**src/pd_regs_pkg.sv**
```systemverilog
// constants for the port-capability and receive-configuration register slice
package pd_regs_pkg;
   // ----------------------------------------
   // register offsets
   // ----------------------------------------
   localparam logic [7:0] CAP_ONE_HIGH_ADDR = 8'h25;
   localparam logic [7:0] CAP_TWO_LOW_ADDR = 8'h26;
   localparam logic [7:0] CAP_TWO_HIGH_ADDR = 8'h27;
   localparam logic [7:0] STANDARD_OUTPUT_CAPABILITIES_ADDR = 8'h29;
   localparam logic [7:0] HEADER_TEMPLATE_ADDR = 8'h2e;
   localparam logic [7:0] RX_ENABLES_ADDR = 8'h2f;
   localparam logic [7:0] RX_BYTE_COUNT_ADDR = 8'h30;
   // ----------------------------------------
   // fixed values and reset values
   // ----------------------------------------
   localparam logic [7:0] CAP_ONE_HIGH_VALUE = 8'h1e;
   localparam logic [7:0] CAP_TWO_LOW_VALUE = 8'hd7;
   localparam logic [7:0] CAP_TWO_HIGH_VALUE = 8'h01;
   localparam logic [7:0] STANDARD_OUTPUT_CAPABILITIES_VALUE = 8'h05;
   localparam logic [7:0] HEADER_TEMPLATE_RESET = 8'h0b;
   localparam logic [7:0] RX_ENABLES_RESET = 8'h00;
   localparam logic [7:0] BYTE_COUNT_RESET = 8'h00;
   localparam logic [7:0] UNMAPPED_READ = 8'h00;
   // ----------------------------------------
   // field layouts
   // ----------------------------------------
   localparam logic [7:0] HEADER_WRITE_MASK = 8'h1f;
   localparam logic [7:0] RX_ENABLES_WRITE_MASK = 8'h3f;
   localparam logic [7:0] SOP_KIND_MASK = 8'h1f;
   localparam int HARD_RESET_BIT = 5;
   localparam int CABLE_RESET_BIT = 6;
   localparam int CABLE_ORIGIN_BIT = 4;
   localparam int DATA_ROLE_BIT = 3;
   localparam int REV_LSB = 1;
   localparam int POWER_ROLE_BIT = 0;
   localparam logic [1:0] REV_ONE = 2'h0;
   localparam logic [1:0] REV_TWO = 2'h1;
   localparam logic [1:0] RP_DEFAULT_ONLY = 2'h0;
   localparam logic [1:0] RP_ONE_FIVE = 2'h1;
   localparam logic [1:0] RP_THREE = 2'h2;
   localparam logic [1:0] ALARM_STEP_50MV = 2'h1;
   localparam logic [2:0] CABLE_POWER_3W = 3'h3;
   localparam logic [7:0] COUNT_OVERHEAD = 8'h03;
   // ----------------------------------------
   // one-more-receive arming states
   // ----------------------------------------
   typedef enum logic [0:0] {ARM_IDLE, ARM_WAIT_ACK} arm_state_t;
endpackage : pd_regs_pkg

```
**src/pd_capability_rom.sv**
```systemverilog
// read-only capability words of the port
module pd_capability_rom (
   input wire logic [7:0] addr,
   output logic hit,
   output logic [7:0] value
);
   // ----------------------------------------
   // fixed capability decode
   // ----------------------------------------
   wire logic hitOneHigh = (addr == pd_regs_pkg::CAP_ONE_HIGH_ADDR);
   wire logic hitTwoLow = (addr == pd_regs_pkg::CAP_TWO_LOW_ADDR);
   wire logic hitTwoHigh = (addr == pd_regs_pkg::CAP_TWO_HIGH_ADDR);
   wire logic hitStdOut = (addr == pd_regs_pkg::STANDARD_OUTPUT_CAPABILITIES_ADDR);
   assign hit = hitOneHigh | hitTwoLow | hitTwoHigh | hitStdOut;
   // constants only, so a write can never alter them
   assign value = hitOneHigh ? pd_regs_pkg::CAP_ONE_HIGH_VALUE :
                  hitTwoLow ? pd_regs_pkg::CAP_TWO_LOW_VALUE :
                  hitTwoHigh ? pd_regs_pkg::CAP_TWO_HIGH_VALUE :
                  hitStdOut ? pd_regs_pkg::STANDARD_OUTPUT_CAPABILITIES_VALUE :
                  pd_regs_pkg::UNMAPPED_READ;
endmodule : pd_capability_rom

```
**src/pd_port_caps_and_rx_config_regs.sv**
```systemverilog
// capability, header-template and receive-enable register slice
// What this block does
// - receive enables bits 0-5 writable
// - enabled sop kinds get automatic goodcrc reply
// - hard reset sent or received clears enables
// - one-more-receive clears enables after next goodcrc
// - disconnect, software reset, power-on clear enables
// - all enables zero means no reception
// - cable reset enable reads zero always
// - byte count is payload bytes plus three
// - header template cable, data, power role bits
// - revision field 00 rev1, 01 rev2
// - alarm resolution reads 50 mV step
// - capability one high reports discharge, measure, current
// - source current field encodings fixed
// - capability two low thresholds and 3 W
// - capability two high reads watchdog only
// - standard outputs capability reads 0x05
module pd_port_caps_and_rx_config_regs #(
   parameter int PAYLOAD_MAX = 28
) (
   input wire logic clock,
   input wire logic nrst,
   input wire logic [7:0] regAddr,
   input wire logic regWrite,
   input wire logic regRead,
   input wire logic [7:0] regWdata,
   output logic [7:0] regRdata,
   input wire logic hardResetRx,
   input wire logic hardResetTx,
   input wire logic disconnectDetect,
   input wire logic softwareResetRequest,
   input wire logic oneMoreReceiveCommand,
   input wire logic goodCrcSent,
   input wire logic msgAccepted,
   input wire logic [2:0] msgSopKind,
   input wire logic payloadStored,
   input wire logic [7:0] payloadBytes,
   output logic [7:0] rxEnables,
   output logic receiveActive,
   output logic hardResetDetectEnable,
   output logic goodCrcRequest,
   output logic [2:0] goodCrcSopKind,
   output logic cableOriginFlag,
   output logic dataRole,
   output logic [1:0] protocolRevision,
   output logic powerRole
);
   // count plus its three overhead bytes must still fit the eight-bit register
   if (PAYLOAD_MAX < 1 || PAYLOAD_MAX > 252) begin : g_depth_check
      $error("payload depth out of range");
   end

   // ----------------------------------------
   // state
   // ----------------------------------------
   logic [7:0] headerReg;
   logic [7:0] headerNext;
   logic [7:0] enablesReg;
   logic [7:0] enablesNext;
   logic [7:0] countReg;
   logic [7:0] countNext;
   logic goodCrcReg;
   logic goodCrcNext;
   logic [2:0] goodCrcKindReg;
   logic [2:0] goodCrcKindNext;
   pd_regs_pkg::arm_state_t armReg;
   pd_regs_pkg::arm_state_t armNext;

   // ----------------------------------------
   // address decode
   // ----------------------------------------
   wire logic romHit;
   wire logic [7:0] romValue;
   pd_capability_rom u_rom (
      .addr(regAddr),
      .hit(romHit),
      .value(romValue)
   );
   wire logic hitHeader = (regAddr == pd_regs_pkg::HEADER_TEMPLATE_ADDR);
   wire logic hitEnables = (regAddr == pd_regs_pkg::RX_ENABLES_ADDR);
   wire logic hitCount = (regAddr == pd_regs_pkg::RX_BYTE_COUNT_ADDR);
   wire logic writeHeader = regWrite & hitHeader;
   wire logic writeEnables = regWrite & hitEnables;
   wire logic [7:0] readMux = romHit ? romValue :
                              hitHeader ? headerReg :
                              hitEnables ? enablesReg :
                              hitCount ? countReg :
                              pd_regs_pkg::UNMAPPED_READ;

   // ----------------------------------------
   // clearing events
   // ----------------------------------------
   wire logic hardResetSeen = hardResetRx | hardResetTx;
   wire logic oneMoreDone = (armReg == pd_regs_pkg::ARM_WAIT_ACK) & goodCrcSent;
   wire logic clearEnables = hardResetSeen | oneMoreDone | disconnectDetect
                           | softwareResetRequest;
   // a message of a kind that is switched on, and only while reception runs
   wire logic kindEnabled = (int'(msgSopKind) < pd_regs_pkg::HARD_RESET_BIT)
                          & enablesReg[msgSopKind];
   wire logic acceptNow = msgAccepted & receiveActive & kindEnabled;

   // ----------------------------------------
   // next-state logic
   // ----------------------------------------
   always_comb begin
      headerNext = headerReg;
      // reserved upper bits stay zero
      if (writeHeader) begin
         headerNext = regWdata & pd_regs_pkg::HEADER_WRITE_MASK;
      end
      enablesNext = enablesReg;
      // clearing wins over a write in the same cycle: hardware must stop reception
      if (clearEnables) begin
         enablesNext = pd_regs_pkg::RX_ENABLES_RESET;
      end else if (writeEnables) begin
         enablesNext = regWdata & pd_regs_pkg::RX_ENABLES_WRITE_MASK;
      end
      armNext = armReg;
      case (armReg)
         pd_regs_pkg::ARM_IDLE: begin
            if (oneMoreReceiveCommand && !clearEnables) begin
               armNext = pd_regs_pkg::ARM_WAIT_ACK;
            end
         end
         pd_regs_pkg::ARM_WAIT_ACK: begin
            if (clearEnables) begin
               armNext = pd_regs_pkg::ARM_IDLE;
            end
         end
         default: armNext = pd_regs_pkg::ARM_IDLE;
      endcase
      countNext = countReg;
      if (softwareResetRequest) begin
         countNext = pd_regs_pkg::BYTE_COUNT_RESET;
      end else if (payloadStored && payloadBytes <= 8'(PAYLOAD_MAX)) begin
         countNext = payloadBytes + pd_regs_pkg::COUNT_OVERHEAD;
      end
      goodCrcNext = acceptNow;
      goodCrcKindNext = acceptNow ? msgSopKind : goodCrcKindReg;
   end

   // ----------------------------------------
   // registers
   // ----------------------------------------
   always_ff @(posedge clock or negedge nrst) begin
      if (!nrst) begin
         headerReg <= pd_regs_pkg::HEADER_TEMPLATE_RESET;
         enablesReg <= pd_regs_pkg::RX_ENABLES_RESET;
         countReg <= pd_regs_pkg::BYTE_COUNT_RESET;
         goodCrcReg <= 1'b0;
         goodCrcKindReg <= 3'h0;
         armReg <= pd_regs_pkg::ARM_IDLE;
         regRdata <= pd_regs_pkg::UNMAPPED_READ;
      end else begin
         headerReg <= headerNext;
         enablesReg <= enablesNext;
         countReg <= countNext;
         goodCrcReg <= goodCrcNext;
         goodCrcKindReg <= goodCrcKindNext;
         armReg <= armNext;
         if (regRead) begin
            regRdata <= readMux;
         end
      end
   end

   // ----------------------------------------
   // outputs
   // ----------------------------------------
   assign rxEnables = enablesReg;
   assign receiveActive = (enablesReg != pd_regs_pkg::RX_ENABLES_RESET);
   assign hardResetDetectEnable = enablesReg[pd_regs_pkg::HARD_RESET_BIT];
   assign goodCrcRequest = goodCrcReg;
   assign goodCrcSopKind = goodCrcKindReg;
   assign cableOriginFlag = headerReg[pd_regs_pkg::CABLE_ORIGIN_BIT];
   assign dataRole = headerReg[pd_regs_pkg::DATA_ROLE_BIT];
   assign protocolRevision = headerReg[pd_regs_pkg::REV_LSB +: 2];
   assign powerRole = headerReg[pd_regs_pkg::POWER_ROLE_BIT];

   // ----------------------------------------
   // checks
   // ----------------------------------------
   property p_write_enables;
      @(posedge clock) disable iff (!nrst)
      (writeEnables && !clearEnables) |=> (rxEnables == ($past(regWdata) & 8'h3f));
   endproperty
   a_write_enables: assert property (p_write_enables) else $error("enable write lost");

   property p_goodcrc;
      @(posedge clock) disable iff (!nrst)
      (msgAccepted && rxEnables[msgSopKind] && msgSopKind <= 3'h4) |=>
         (goodCrcRequest && goodCrcSopKind == $past(msgSopKind));
   endproperty
   a_goodcrc: assert property (p_goodcrc) else $error("no goodcrc reply");

   property p_hard_reset_clear;
      @(posedge clock) disable iff (!nrst)
      (hardResetRx || hardResetTx) |=> (rxEnables == 8'h00);
   endproperty
   a_hard_reset_clear: assert property (p_hard_reset_clear) else $error("hard reset kept enables");

   property p_one_more;
      @(posedge clock) disable iff (!nrst)
      ((oneMoreReceiveCommand && !clearEnables) ##1 (!clearEnables && !goodCrcSent) [*3]
         ##1 goodCrcSent) |=> (rxEnables == 8'h00);
   endproperty
   a_one_more: assert property (p_one_more) else $error("one-more not honoured");

   property p_other_clear;
      @(posedge clock) disable iff (!nrst)
      (disconnectDetect || softwareResetRequest) |=> (rxEnables == 8'h00);
   endproperty
   a_other_clear: assert property (p_other_clear) else $error("enables not cleared");

   property p_no_rx_when_off;
      @(posedge clock) disable iff (!nrst)
      (rxEnables == 8'h00) |=> !goodCrcRequest;
   endproperty
   a_no_rx_when_off: assert property (p_no_rx_when_off) else $error("reply while off");

   property p_cable_bit;
      @(posedge clock) disable iff (!nrst)
      regWrite ##1 1'b1 |-> (rxEnables[7:6] == 2'b00 && headerReg[7:5] == 3'h0);
   endproperty
   a_cable_bit: assert property (p_cable_bit) else $error("read-only bit set");

   property p_count;
      @(posedge clock) disable iff (!nrst)
      (payloadStored && !softwareResetRequest && payloadBytes <= 8'(PAYLOAD_MAX))
         |=> (countReg == $past(payloadBytes) + 8'h03);
   endproperty
   a_count: assert property (p_count) else $error("byte count wrong");

   property p_cap_read;
      @(posedge clock) disable iff (!nrst)
      (regRead && regAddr == 8'h29) |=> (regRdata == 8'h05);
   endproperty
   a_cap_read: assert property (p_cap_read) else $error("output capability wrong");

   property p_write_header;
      @(posedge clock) disable iff (!nrst)
      writeHeader |=> (headerReg == ($past(regWdata) & pd_regs_pkg::HEADER_WRITE_MASK));
   endproperty
   a_write_header: assert property (p_write_header) else $error("header write lost");

   property p_header_hold;
      @(posedge clock) disable iff (!nrst)
      !writeHeader |=> $stable(headerReg);
   endproperty
   a_header_hold: assert property (p_header_hold) else $error("header changed unasked");

   property p_enables_hold;
      @(posedge clock) disable iff (!nrst)
      (!writeEnables && !clearEnables) |=> $stable(rxEnables);
   endproperty
   a_enables_hold: assert property (p_enables_hold) else $error("enables changed unasked");

   property p_rev_field;
      @(posedge clock) disable iff (!nrst)
      writeHeader |=> (protocolRevision == $past(regWdata[pd_regs_pkg::REV_LSB +: 2]));
   endproperty
   a_rev_field: assert property (p_rev_field) else $error("revision field wrong");

   property p_role_ports;
      @(posedge clock) disable iff (!nrst)
      writeHeader |=> (cableOriginFlag == $past(regWdata[pd_regs_pkg::CABLE_ORIGIN_BIT])
         && dataRole == $past(regWdata[pd_regs_pkg::DATA_ROLE_BIT])
         && powerRole == $past(regWdata[pd_regs_pkg::POWER_ROLE_BIT]));
   endproperty
   a_role_ports: assert property (p_role_ports) else $error("role fields wrong");

   property p_cap_one_high;
      @(posedge clock) disable iff (!nrst)
      (regRead && regAddr == pd_regs_pkg::CAP_ONE_HIGH_ADDR)
         |=> (regRdata == pd_regs_pkg::CAP_ONE_HIGH_VALUE);
   endproperty
   a_cap_one_high: assert property (p_cap_one_high) else $error("capability one wrong");

   property p_source_current;
      @(posedge clock) disable iff (!nrst)
      (regRead && regAddr == pd_regs_pkg::CAP_ONE_HIGH_ADDR)
         |=> (regRdata[1:0] == pd_regs_pkg::RP_THREE);
   endproperty
   a_source_current: assert property (p_source_current) else $error("current code wrong");

   property p_cap_two_low;
      @(posedge clock) disable iff (!nrst)
      (regRead && regAddr == pd_regs_pkg::CAP_TWO_LOW_ADDR)
         |=> (regRdata[7:6] == 2'b11 && regRdata[3:1] == pd_regs_pkg::CABLE_POWER_3W);
   endproperty
   a_cap_two_low: assert property (p_cap_two_low) else $error("capability two low wrong");

   property p_alarm_step;
      @(posedge clock) disable iff (!nrst)
      (regRead && regAddr == pd_regs_pkg::CAP_TWO_LOW_ADDR)
         |=> (regRdata[5:4] == pd_regs_pkg::ALARM_STEP_50MV);
   endproperty
   a_alarm_step: assert property (p_alarm_step) else $error("alarm step wrong");

   property p_cap_two_high;
      @(posedge clock) disable iff (!nrst)
      (regRead && regAddr == pd_regs_pkg::CAP_TWO_HIGH_ADDR)
         |=> (regRdata == pd_regs_pkg::CAP_TWO_HIGH_VALUE);
   endproperty
   a_cap_two_high: assert property (p_cap_two_high) else $error("capability two high wrong");

   property p_count_read;
      @(posedge clock) disable iff (!nrst)
      (regRead && regAddr == pd_regs_pkg::RX_BYTE_COUNT_ADDR)
         |=> (regRdata == $past(countReg));
   endproperty
   a_count_read: assert property (p_count_read) else $error("byte count read wrong");

   property p_refused_msg;
      @(posedge clock) disable iff (!nrst)
      (msgAccepted && !(msgSopKind <= 3'h4 && rxEnables[msgSopKind]))
         |=> !goodCrcRequest;
   endproperty
   a_refused_msg: assert property (p_refused_msg) else $error("reply to refused message");

   property p_cable_reset_off;
      @(posedge clock) disable iff (!nrst)
      writeEnables |=> !rxEnables[pd_regs_pkg::CABLE_RESET_BIT];
   endproperty
   a_cable_reset_off: assert property (p_cable_reset_off) else $error("cable reset enabled");
endmodule : pd_port_caps_and_rx_config_regs

```
**config.mk**
```make
export PLATFORM = sky130hd
export DESIGN_NAME = pd_port_caps_and_rx_config_regs
export DESIGN_NICKNAME = d
export VERILOG_FILES = /design/src/pd_regs_pkg.sv /design/src/pd_capability_rom.sv /design/src/pd_port_caps_and_rx_config_regs.sv
export SDC_FILE = /design/constraint.sdc
export NUM_CORES = 1
export LEC_CHECK = 0
export BUFFER_PORTS_ARGS = -buffer_cell sky130_fd_sc_hd__buf_2
export CAP_MARGIN = 10
export CORE_MARGIN = 4
export CORE_UTILIZATION = 45
export CTS_CLUSTER_SIZE = 24
export DETAILED_ROUTE_END_ITERATION = 7
export GPL_ROUTABILITY_DRIVEN = 0
export PLACE_DENSITY_LB_ADDON = 0.25
export REMOVE_ABC_BUFFERS = 1
export SLEW_MARGIN = 20
export SYNTH_ARGS = -nofsm -noshare
export SYNTH_HDL_FRONTEND = slang
export SYNTH_HIERARCHICAL = 1
export SYNTH_SLANG_ARGS = --single-unit
```
**constraint.sdc**
```tcl
create_clock -name clock -period 3.3 [get_ports clock]
set_clock_uncertainty 0.15 [all_clocks]
set_input_delay 0.33 -clock clock [delete_from_list [all_inputs] [get_ports clock]]
set_output_delay 0.33 -clock clock [all_outputs]
set_load 0.05 [all_outputs]
```
==> impl_metrics.toml, run 1 <==
[timing]
period_needed_ns = 1.90
final_max_slew_viol_count = 0
setup-violations-final = 0
rsz0062_at_grt = "false"
fin_ws_ns = 1.40
tns_ns = 0
period_share = 0.575
fmax_mhz = 527
tightest_slew_ns = 0.702
hold_viol = 0
relSlewSlack = 0.532

[worst_hold_path]
hp-class = "in2reg"
whs_endpoint = "armReg$_DFF_PN0_"
worstHoldPathCells = 3
worstHoldStart = "oneMoreReceiveCommand"

[critical_path]
worst_setup_path_start_kind = "flop"
r2r_start = "rxEnables[5]$_DFFE_PN0P_"
arrival_ns = 1.42
r2r_cells = 4
crit_buf_inv = 1
end_kind = "primary output"
critPathSlowestCell = "dfrtp_1"
crit_chain = "nor4_1, nand2_1, buf_2"
required_ns = 2.82
max_stage_delay_ns = 0.43
crit_family = "simple AND/OR/NAND/NOR gates"
cp_max_fo = 5
path_class = "reg2out"
r2r-end = "goodCrcSopKind[0]$_DFFE_PN0P_"
reg2reg_slack_ns = 1.78

[logic_synthesis]
ys.flop_type = "dfrtp_1"
ys_warn_count = 6
syn_area_per_cell_sq_um = 10.2
synth_compound_area_frac = 0.137
ys_ff_latch = 32
synth_mux_area_frac = 0.130
synthSimpleGateAreaFrac = 0.209
syn_area_sq_um = 1880
synthArstFlopShare = 1.00
synth_edf_count = 0
synth_cell_types = 45
synth_fa_ha_area_frac = 0.00666
syn_inst = 184
synthXorXnorAreaFrac = 0.0140
synth_top_family_by_area = "simple AND/OR/NAND/NOR gates"
yosysSeqAreaShare = 0.428

[floorplanning]
die_w_microns = 72.6
die-height_microns = 72.6
rows = 23
start_util = 0.466
core-area_sq_um = 4030
pin_count = 66
dieArea_sq_um = 5270

[final_layout]
antenna-diode-count = 0
finalNonFillerCells = 290
final_nets = 279
drive_above_1_share = 0.400
layout_common_cells = "buf_2, nor2_1, dfrtp_1"
layout_commonest_cell = "buf_2"
syn2layout_area_growth_pct = 19.5
fillers = 384

[power]
powerDensity_nw_per_um2 = 385
power_leakage_nw = 1.10
irDropWorstVdd_uv = 276

[global_routing]
grt_pass1_wl_microns = 6960
grt_usage = 0.172
grt_antenna_before_repair = 0
grt_max_degree = 33
grt_overflow = 0
grt_pass1_vias = 1428

[drt]
drt_iter0_drc = 77
vias_per_cell = 5.31
firstDrtPassIters = 4
ant_nets = 0
wl_per_cell_microns = 14.7
route.detailed.drc = 0
num_vias = 1541
wirelength_microns = 4250

[cts]
clk_latency_ns = 0.28
cts_tree = "yes"
clk_pin_slew_worst_paths_ns = 0.06
cts_htree_levels = 2
clk_path_buf_depth = 2
cts_setup_buffers = 0
tritoncts.num_buffers = 5
clockRootBuffer = "clkbuf_8"
cts_sinks = 32

[place]
hpwl_microns = 3210
dp.cells = 281
io_buffers = 61
place_ws_ns = 1.19

[outcome]
status = "completed"

[job]
drv_cap = 0
-- repair_timing --
| action | in CTS | in global routing |
|---|---|---|
| hold buffers | 1 | 0 |
| resized for setup | 0 | 0 |
| endpoints found under the hold margin | 29 | 0 |
-- flip-flops by register name (all words and copies together), names as in the netlist --
name,cells
armReg,1
goodCrcRequest,1
rxEnables,6
headerReg,5
regRdata,8
countReg,8
goodCrcSopKind,3
-- synth_stat cells (2+ instances only) --
cell type | number | area, sq um
a211oi_2 | 3 | 37.5
a21oi_1 | 5 | 25.0
a221oi_1 | 5 | 43.8
a22oi_1 | 3 | 22.5
a32oi_1 | 2 | 17.5
and2_1 | 2 | 12.5
and3_1 | 2 | 12.5
buf_2 | 2 | 10.0
buf_4 | 7 | 52.6
buf_6 | 2 | 22.5
clkbuf_1 | 4 | 15.0
conb_1 | 2 | 7.51
dfrtp_1 | 29 | 726
dfstp_2 | 3 | 78.8
inv_1 | 5 | 18.8
mux2_2 | 7 | 78.8
mux2_4 | 5 | 75.1
mux2i_1 | 9 | 90.1
nand2_1 | 6 | 22.5
nand2b_1 | 3 | 18.8
nand3b_1 | 6 | 45.0
nor2_1 | 29 | 109
nor2b_1 | 4 | 25.0
nor3_1 | 3 | 15.0
nor3b_1 | 4 | 30.0
nor4_1 | 3 | 18.8
o21ai_0 | 9 | 45.0
or4b_4 | 2 | 27.5
xnor2_1 | 2 | 17.5
-- per-stage QoR --
step,power [W],hold WS (ns),cell area (sq um),utilization
CTS,0.000875,0.104,2240,0.557
detailed placement,0.000566,0.272,2140,0.532
global placement,0.000564,0.269,2140,0.532
finish,0.000865,0.110,2240,0.557
floorplan,0.000504,-0.116,1770,-
global route,0.000904,0.118,2240,0.557
-- layout make-up --
class / instances / area [sq um] / area share
inverters: 5 / 18.8 / 0.00836
flip-flops and latches: 32 / 805 / 0.358
well taps: 50 / 62.6 / 0.0279
multi-input cells: 132 / 943 / 0.420
clock inverters: 2 / 10.0 / 0.00446
clock buffers: 6 / 82.6 / 0.0368
repair buffers: 63 / 323 / 0.144
-- logic make-up (layout without fill, tap and decap cells) --
group                      after synthesis  after routing
and+or+nand+nor                         70             70
AOI/OAI and AO/OA                       34             34
DFF                                     32             32
muxes                                   21             21
buffers and inverters                   21             76
xor gates and xnor gates                 3              3
other                                    2              3
adders and majority gates                1              1
-- worst max-delay path by stage --
| stage | cells after the start | end | slack, ns | from |
|---|---|---|---|---|
| floorplan | 5 | regRdata[6]$_DFFE_PN0P_ | 1.10 | regAddr[7] |
| finish | 3 | receiveActive | 1.40 | rxEnables[5]$_DFFE_PN0P_ |
| detailed placement | 7 | regRdata[1]$_DFFE_PN0P_ | 1.19 | regAddr[7] |
| global route | 3 | receiveActive | 1.30 | rxEnables[5]$_DFFE_PN0P_ |
| CTS | 3 | receiveActive | 1.40 | rxEnables[5]$_DFFE_PN0P_ |
| global placement | 7 | regRdata[6]$_DFFE_PN0P_ | 1.20 | regAddr[7] |
-- worst register-to-register path, delay by kind of cell, from the launching register on --
family | cells | cell delay [ns]
simple gates | 1 | 0.41
flops | 1 | 0.43
compound gates | 3 | 0.44
-- metal layers --
layer / global-route usage / part of all wire / vias to the layer above
li1: - / - / 757
met1: 0.239 / 0.47 / 735
met2: 0.265 / 0.46 / 45
met3: 0.0455 / 0.062 / 4
met4: 0.0492 / 0.013 / 0
met5: 0 / 0 / -
-- report_power, final --
group	internal (W)	switching, W	leakage [nW]	total [W]
clock network	0.000166	0.000139	0.0510	0.000305
registers	0.000406	0.00000751	0.412	0.000414
logic	0.0000496	0.0000969	0.635	0.000146
total	0.000622	0.000243	1.10	0.000865
Power figures use the tool's default switching activity.
==> run 2, diff against run 1 <==
clock period = 2 ns   (was 3.3 ns; I/O delays follow)
==> run 2 against run 1 <==
Compared with the run above: die area unchanged; total power grew 75%; register-to-register slack got worse by 1.3 ns; largest power group unchanged.
==> impl_metrics.toml, run 2 (synthesis gave the netlist of run 1 again) <==
[timing]
final_max_slew_viol_count = 0
fmax_mhz = 548
setup-violations-final = 0
tightest_slew_ns = 0.682
relSlewSlack = 0.546
period_share = 0.912
hold_viol = 0
holdWs_ns = 0.0197
period_needed_ns = 1.82
rsz0062_at_grt = "false"

[drt]
wirelength_microns = 4130
wl_per_cell_microns = 14.0
num_vias = 1550
vias_per_cell = 5.25
firstDrtPassIters = 4
ant_nets = 0
drt_iter0_drc = 61
route.detailed.drc = 0

[final_layout]
syn2layout_area_growth_pct = 22.5
final_nets = 284
drive_above_1_share = 0.404
layout_commonest_cell = "buf_2"
antenna-diode-count = 0
fin_area_sq_um = 2300
layout_common_cells = "buf_2, nor2_1, dfrtp_1"

[global_routing]
grt_max_degree = 33
grt_pass1_wl_microns = 7030
grt_antenna_before_repair = 0
grt_overflow = 0
grt_pass1_vias = 1525
grt_usage = 0.169

[cts]
clockRootBuffer = "clkbuf_8"
clk_path_buf_depth = 2
clk_latency_ns = 0.28
cts_tree = "yes"
cts_setup_buffers = 0
cts_htree_levels = 2
clk_pin_slew_worst_paths_ns = 0.07
tritoncts.num_buffers = 5
cts_sinks = 32

[critical_path]
critical_path_cell_count = 3
reg2reg_slack_ns = 0.45
crit_family = "simple AND/OR/NAND/NOR gates"
crit_chain = "nor4_1, nand2_1, buf_2"
arrival_ns = 1.47
crit_buf_inv = 1
max_stage_delay_ns = 0.43
cp_max_fo = 5
r2r_start = "rxEnables[5]$_DFFE_PN0P_"
r2r_cells = 4
end_kind = "primary output"
critPathLaunch = "rxEnables[5]$_DFFE_PN0P_"
endpoint = "receiveActive"
required_ns = 1.65
r2r-end = "goodCrcSopKind[0]$_DFFE_PN0P_"
worst_setup_path_start_kind = "flop"
path_class = "reg2out"
critPathSlowestCell = "dfrtp_1"

[place]
hpwl_microns = 3190
io_buffers = 61
post_dp_cell_area_sq_um = 2170

[outcome]
status = "completed"

[floorplanning]
rows = 23
core-area_sq_um = 4030
dieArea_sq_um = 5270
start_util = 0.466
die-height_microns = 72.6
pin_count = 66
die_w_microns = 72.6

[power]
powerDensity_nw_per_um2 = 659
irDropWorstVdd_uv = 353
power_leakage_nw = 1.13

[worst_hold_path]
hp-class = "in2reg"

[job]
drv_cap = 0
-- run 2: cell types whose count changed in the layout (fill, tap and decap cells not counted), sizes merged --
| cell | before | now |
|---|---|---|
| buf | 62 | 66 |
| bufinv | 0 | 1 |
| clkinv | 2 | 1 |
| dlygate4sd3 | 1 | 2 |
-- run 2: worst min path at each step --
stage	cells after the start	slack [ns]	endpoint	from
after detailed placement	1	0.13	headerReg[2]$_DFFE_PN0P_	nrst
final	2	0.02	headerReg[2]$_DFFE_PN0P_	regWdata[2]
after CTS	2	0.01	headerReg[2]$_DFFE_PN0P_	regWdata[2]
after floorplan	0	-0.25	armReg$_DFF_PN0_	nrst
after global routing	2	0.02	headerReg[2]$_DFFE_PN0P_	regWdata[2]
after global placement	1	0.14	headerReg[2]$_DFFE_PN0P_	nrst
-- run 2: metal layers --
metal | track usage | vias to the layer above | wire (microns)
met5 | 0 | - | 0
met4 | 0.0615 | 0 | 40
met3 | 0.0331 | 4 | 286
met2 | 0.267 | 48 | 1980
met1 | 0.232 | 730 | 1820
li1 | - | 768 | -
-- run 2: what timing repair did --
item | in CTS | in global routing
gates resized for setup | 0 | 0
endpoints found under the setup margin | 0 | 0
hold buffers | 2 | 0
hold endpoints to repair | 30 | 0
-- run 2: where the power goes --
part	switching [W]	internal [W]	leakage, nW
Clock	0.000222	0.000369	0.0552
Sequential	0.0000123	0.000670	0.412
Combinational	0.000158	0.0000843	0.660
Total	0.000392	0.00112	1.13
-- run 2: final cells by class --
| type | count | area, sq um |
|---|---|---|
| fillers | 386 | 1730 |
| multi-input cells | 132 | 943 |
| flip-flops and latches | 32 | 805 |
| repair buffers | 68 | 363 |
| clock buffers | 6 | 72.6 |
| well taps | 50 | 62.6 |
| clock inverters | 2 | 35.0 |
| inverters | 5 | 18.8 |
-- run 2: metrics by stage --
stage / power, W / TNS [ns] / instances / util / setup WS (ns)
after floorplan: 0.000831 / -0.161 / 169 / - / -0.0717
after CTS: 0.00153 / 0 / 295 / 0.571 / 0.173
after detailed placement: 0.000935 / 0 / 285 / 0.539 / 0.0585
final: 0.00152 / 0 / 295 / 0.571 / 0.176
after global routing: 0.00159 / 0 / 295 / 0.571 / 0.0936
after global placement: 0.000933 / 0 / 285 / 0.539 / 0.0776
==> run 3, diff against run 2 <==
CORE_UTILIZATION = 50   (was 45)
==> run 3 against run 2 <==
Compared with the run above: global-route usage up 0.47 points; sequential power about the same; utilization up 5.5 points; sequential cell count unchanged; clock-buffer cell count unchanged; die area down 8.9%; worst setup slack better by 0.062 ns; critical path depth unchanged; non-clock buffer count down 1; combinational power about the same.
==> impl_metrics.toml, run 3 (synthesis gave the netlist of run 1 again) <==
[place]
io_buffers = 61
dp.cells = 282
hpwl_microns = 3010

[power]
power_leakage_nw = 1.12
p_int_w = 0.00103
p_clk_frac = 0.355
p_sw_frac = 0.281
p_switching_w = 0.000403
combPwrFrac = 0.169
irDropWorstVdd_uv = 425
seqPwrFrac = 0.476
powerDensity_nw_per_um2 = 629

[outcome]
status = "completed"

[job]
drv_cap = 0

[timing]
period_share = 0.881
relSlewSlack = 0.540
rsz0062_at_grt = "false"
fmax_mhz = 567
final_max_slew_viol_count = 0
period_needed_ns = 1.76
tightest_slew_ns = 0.691
setup-violations-final = 0
hold_viol = 0

[drt]
firstDrtPassIters = 4
wirelength_microns = 4060
num_vias = 1534
route.detailed.drc = 0
vias_per_cell = 5.25
drt_iter0_drc = 93
ant_nets = 0
wl_per_cell_microns = 13.9

[floorplanning]
rows = 22
start_util = 0.517
die-height_microns = 69.3
die_w_microns = 69.3
pin_count = 66
dieArea_sq_um = 4800
core-area_sq_um = 3630

[cts]
clk_latency_ns = 0.28
clk_pin_slew_worst_paths_ns = 0.07
cts.repair.resized = 0
clk_path_buf_depth = 2
tritoncts.num_buffers = 5
cts_tree = "yes"
cts_sinks = 32
cts_htree_levels = 2
clockRootBuffer = "clkbuf_8"

[final_layout]
syn2layout_area_growth_pct = 21.1
finish.utilization = 0.626
antenna-diode-count = 0
final_nets = 283
drive_above_1_share = 0.406
layout_commonest_cell = "buf_2"
finalNonFillerCells = 292
fillers = 326
layout_common_cells = "buf_2, nor2_1, dfrtp_1"

[worst_hold_path]
hp-class = "in2reg"

[global_routing]
grt_pass1_wl_microns = 6870
grt_pass1_vias = 1463
grt_max_degree = 33
grt_antenna_before_repair = 0
grt_overflow = 0
grt_usage = 0.174

[critical_path]
arrival_ns = 1.41
path_class = "reg2out"
worst_setup_path_start_kind = "flop"
cp_max_fo = 5
required_ns = 1.65
end_kind = "primary output"
## run 3: final cells by class
class	count	area, sq um	area share
clock buffers	6	82.6	0.0363
well taps	48	60.1	0.0264
flip-flops and latches	32	805	0.354
multi-input cells	132	943	0.415
clock inverters	2	10.0	0.00440
repair buffers	67	355	0.156
inverters	5	18.8	0.00825
## run 3: metal layers
layer / vias up / GRT usage / share of wire
met5: - / 0 / 0
met4: 0 / 0.0651 / 0.011
met3: 5 / 0.0435 / 0.067
met2: 44 / 0.267 / 0.46
met1: 717 / 0.237 / 0.46
li1: 768 / - / -
## run 3: what timing repair did
action	in CTS	in global routing
setup buffers	0	0
hold buffers	2	0
hold endpoints to repair	30	0
endpoints found under the setup margin	0	0
## run 3: worst max-delay path, cell delays in order, from the launching register on
cell and delay [ns]:
dfrtp_1 0.44, nor4_1 0.38, nand2_1 0.09, buf_2 0.22
## run 3: path summary, 6_finish.rpt
path                                                     from                             to  slack [ns]  cells past startpoint
worst max-delay path                 rxEnables[5]$_DFFE_PN0P_                  receiveActive        0.24                      3
worst min-delay path                              regWdata[3]       headerReg[3]$_DFFE_PN1P_        0.01                      2
worst max register to register       rxEnables[5]$_DFFE_PN0P_  goodCrcSopKind[0]$_DFFE_PN0P_        0.50                      4
worst min register to register  goodCrcSopKind[1]$_DFFE_PN0P_  goodCrcSopKind[1]$_DFFE_PN0P_        0.37                      2
max in group asynchronous                                nrst        countReg[2]$_DFFE_PN0P_        0.90                      2
min in group asynchronous                                nrst        regRdata[4]$_DFFE_PN0P_        0.35                      2
## run 3: stage by stage
step / area [sq um] / setup WS (ns) / hold WS (ns) / setup TNS [ns] / power (W)
2_1_floorplan: 1770 / -0.0717 / -0.246 / -0.161 / 0.000831
3_3_place_gp: 2160 / 0.0723 / 0.141 / 0 / 0.000931
3_5_place_dp: 2160 / 0.0748 / 0.138 / 0 / 0.000933
4_1_cts: 2270 / 0.234 / 0.00601 / 0 / 0.00144
5_1_grt: 2270 / 0.171 / 0.00970 / 0 / 0.00149
6_report: 2270 / 0.237 / 0.0116 / 0 / 0.00143
## run 3: power by group through the flow
stage | Combinational (W) | Clock, W | Sequential [W]
after CTS | 0.000244 | 0.000519 | 0.000682
after global routing | 0.000265 | 0.000546 | 0.000684
after floorplan | 0.0000796 | 0 | 0.000752
final | 0.000242 | 0.000508 | 0.000682
after global placement | 0.000238 | 0 | 0.000693
after detailed placement | 0.000240 | 0 | 0.000693
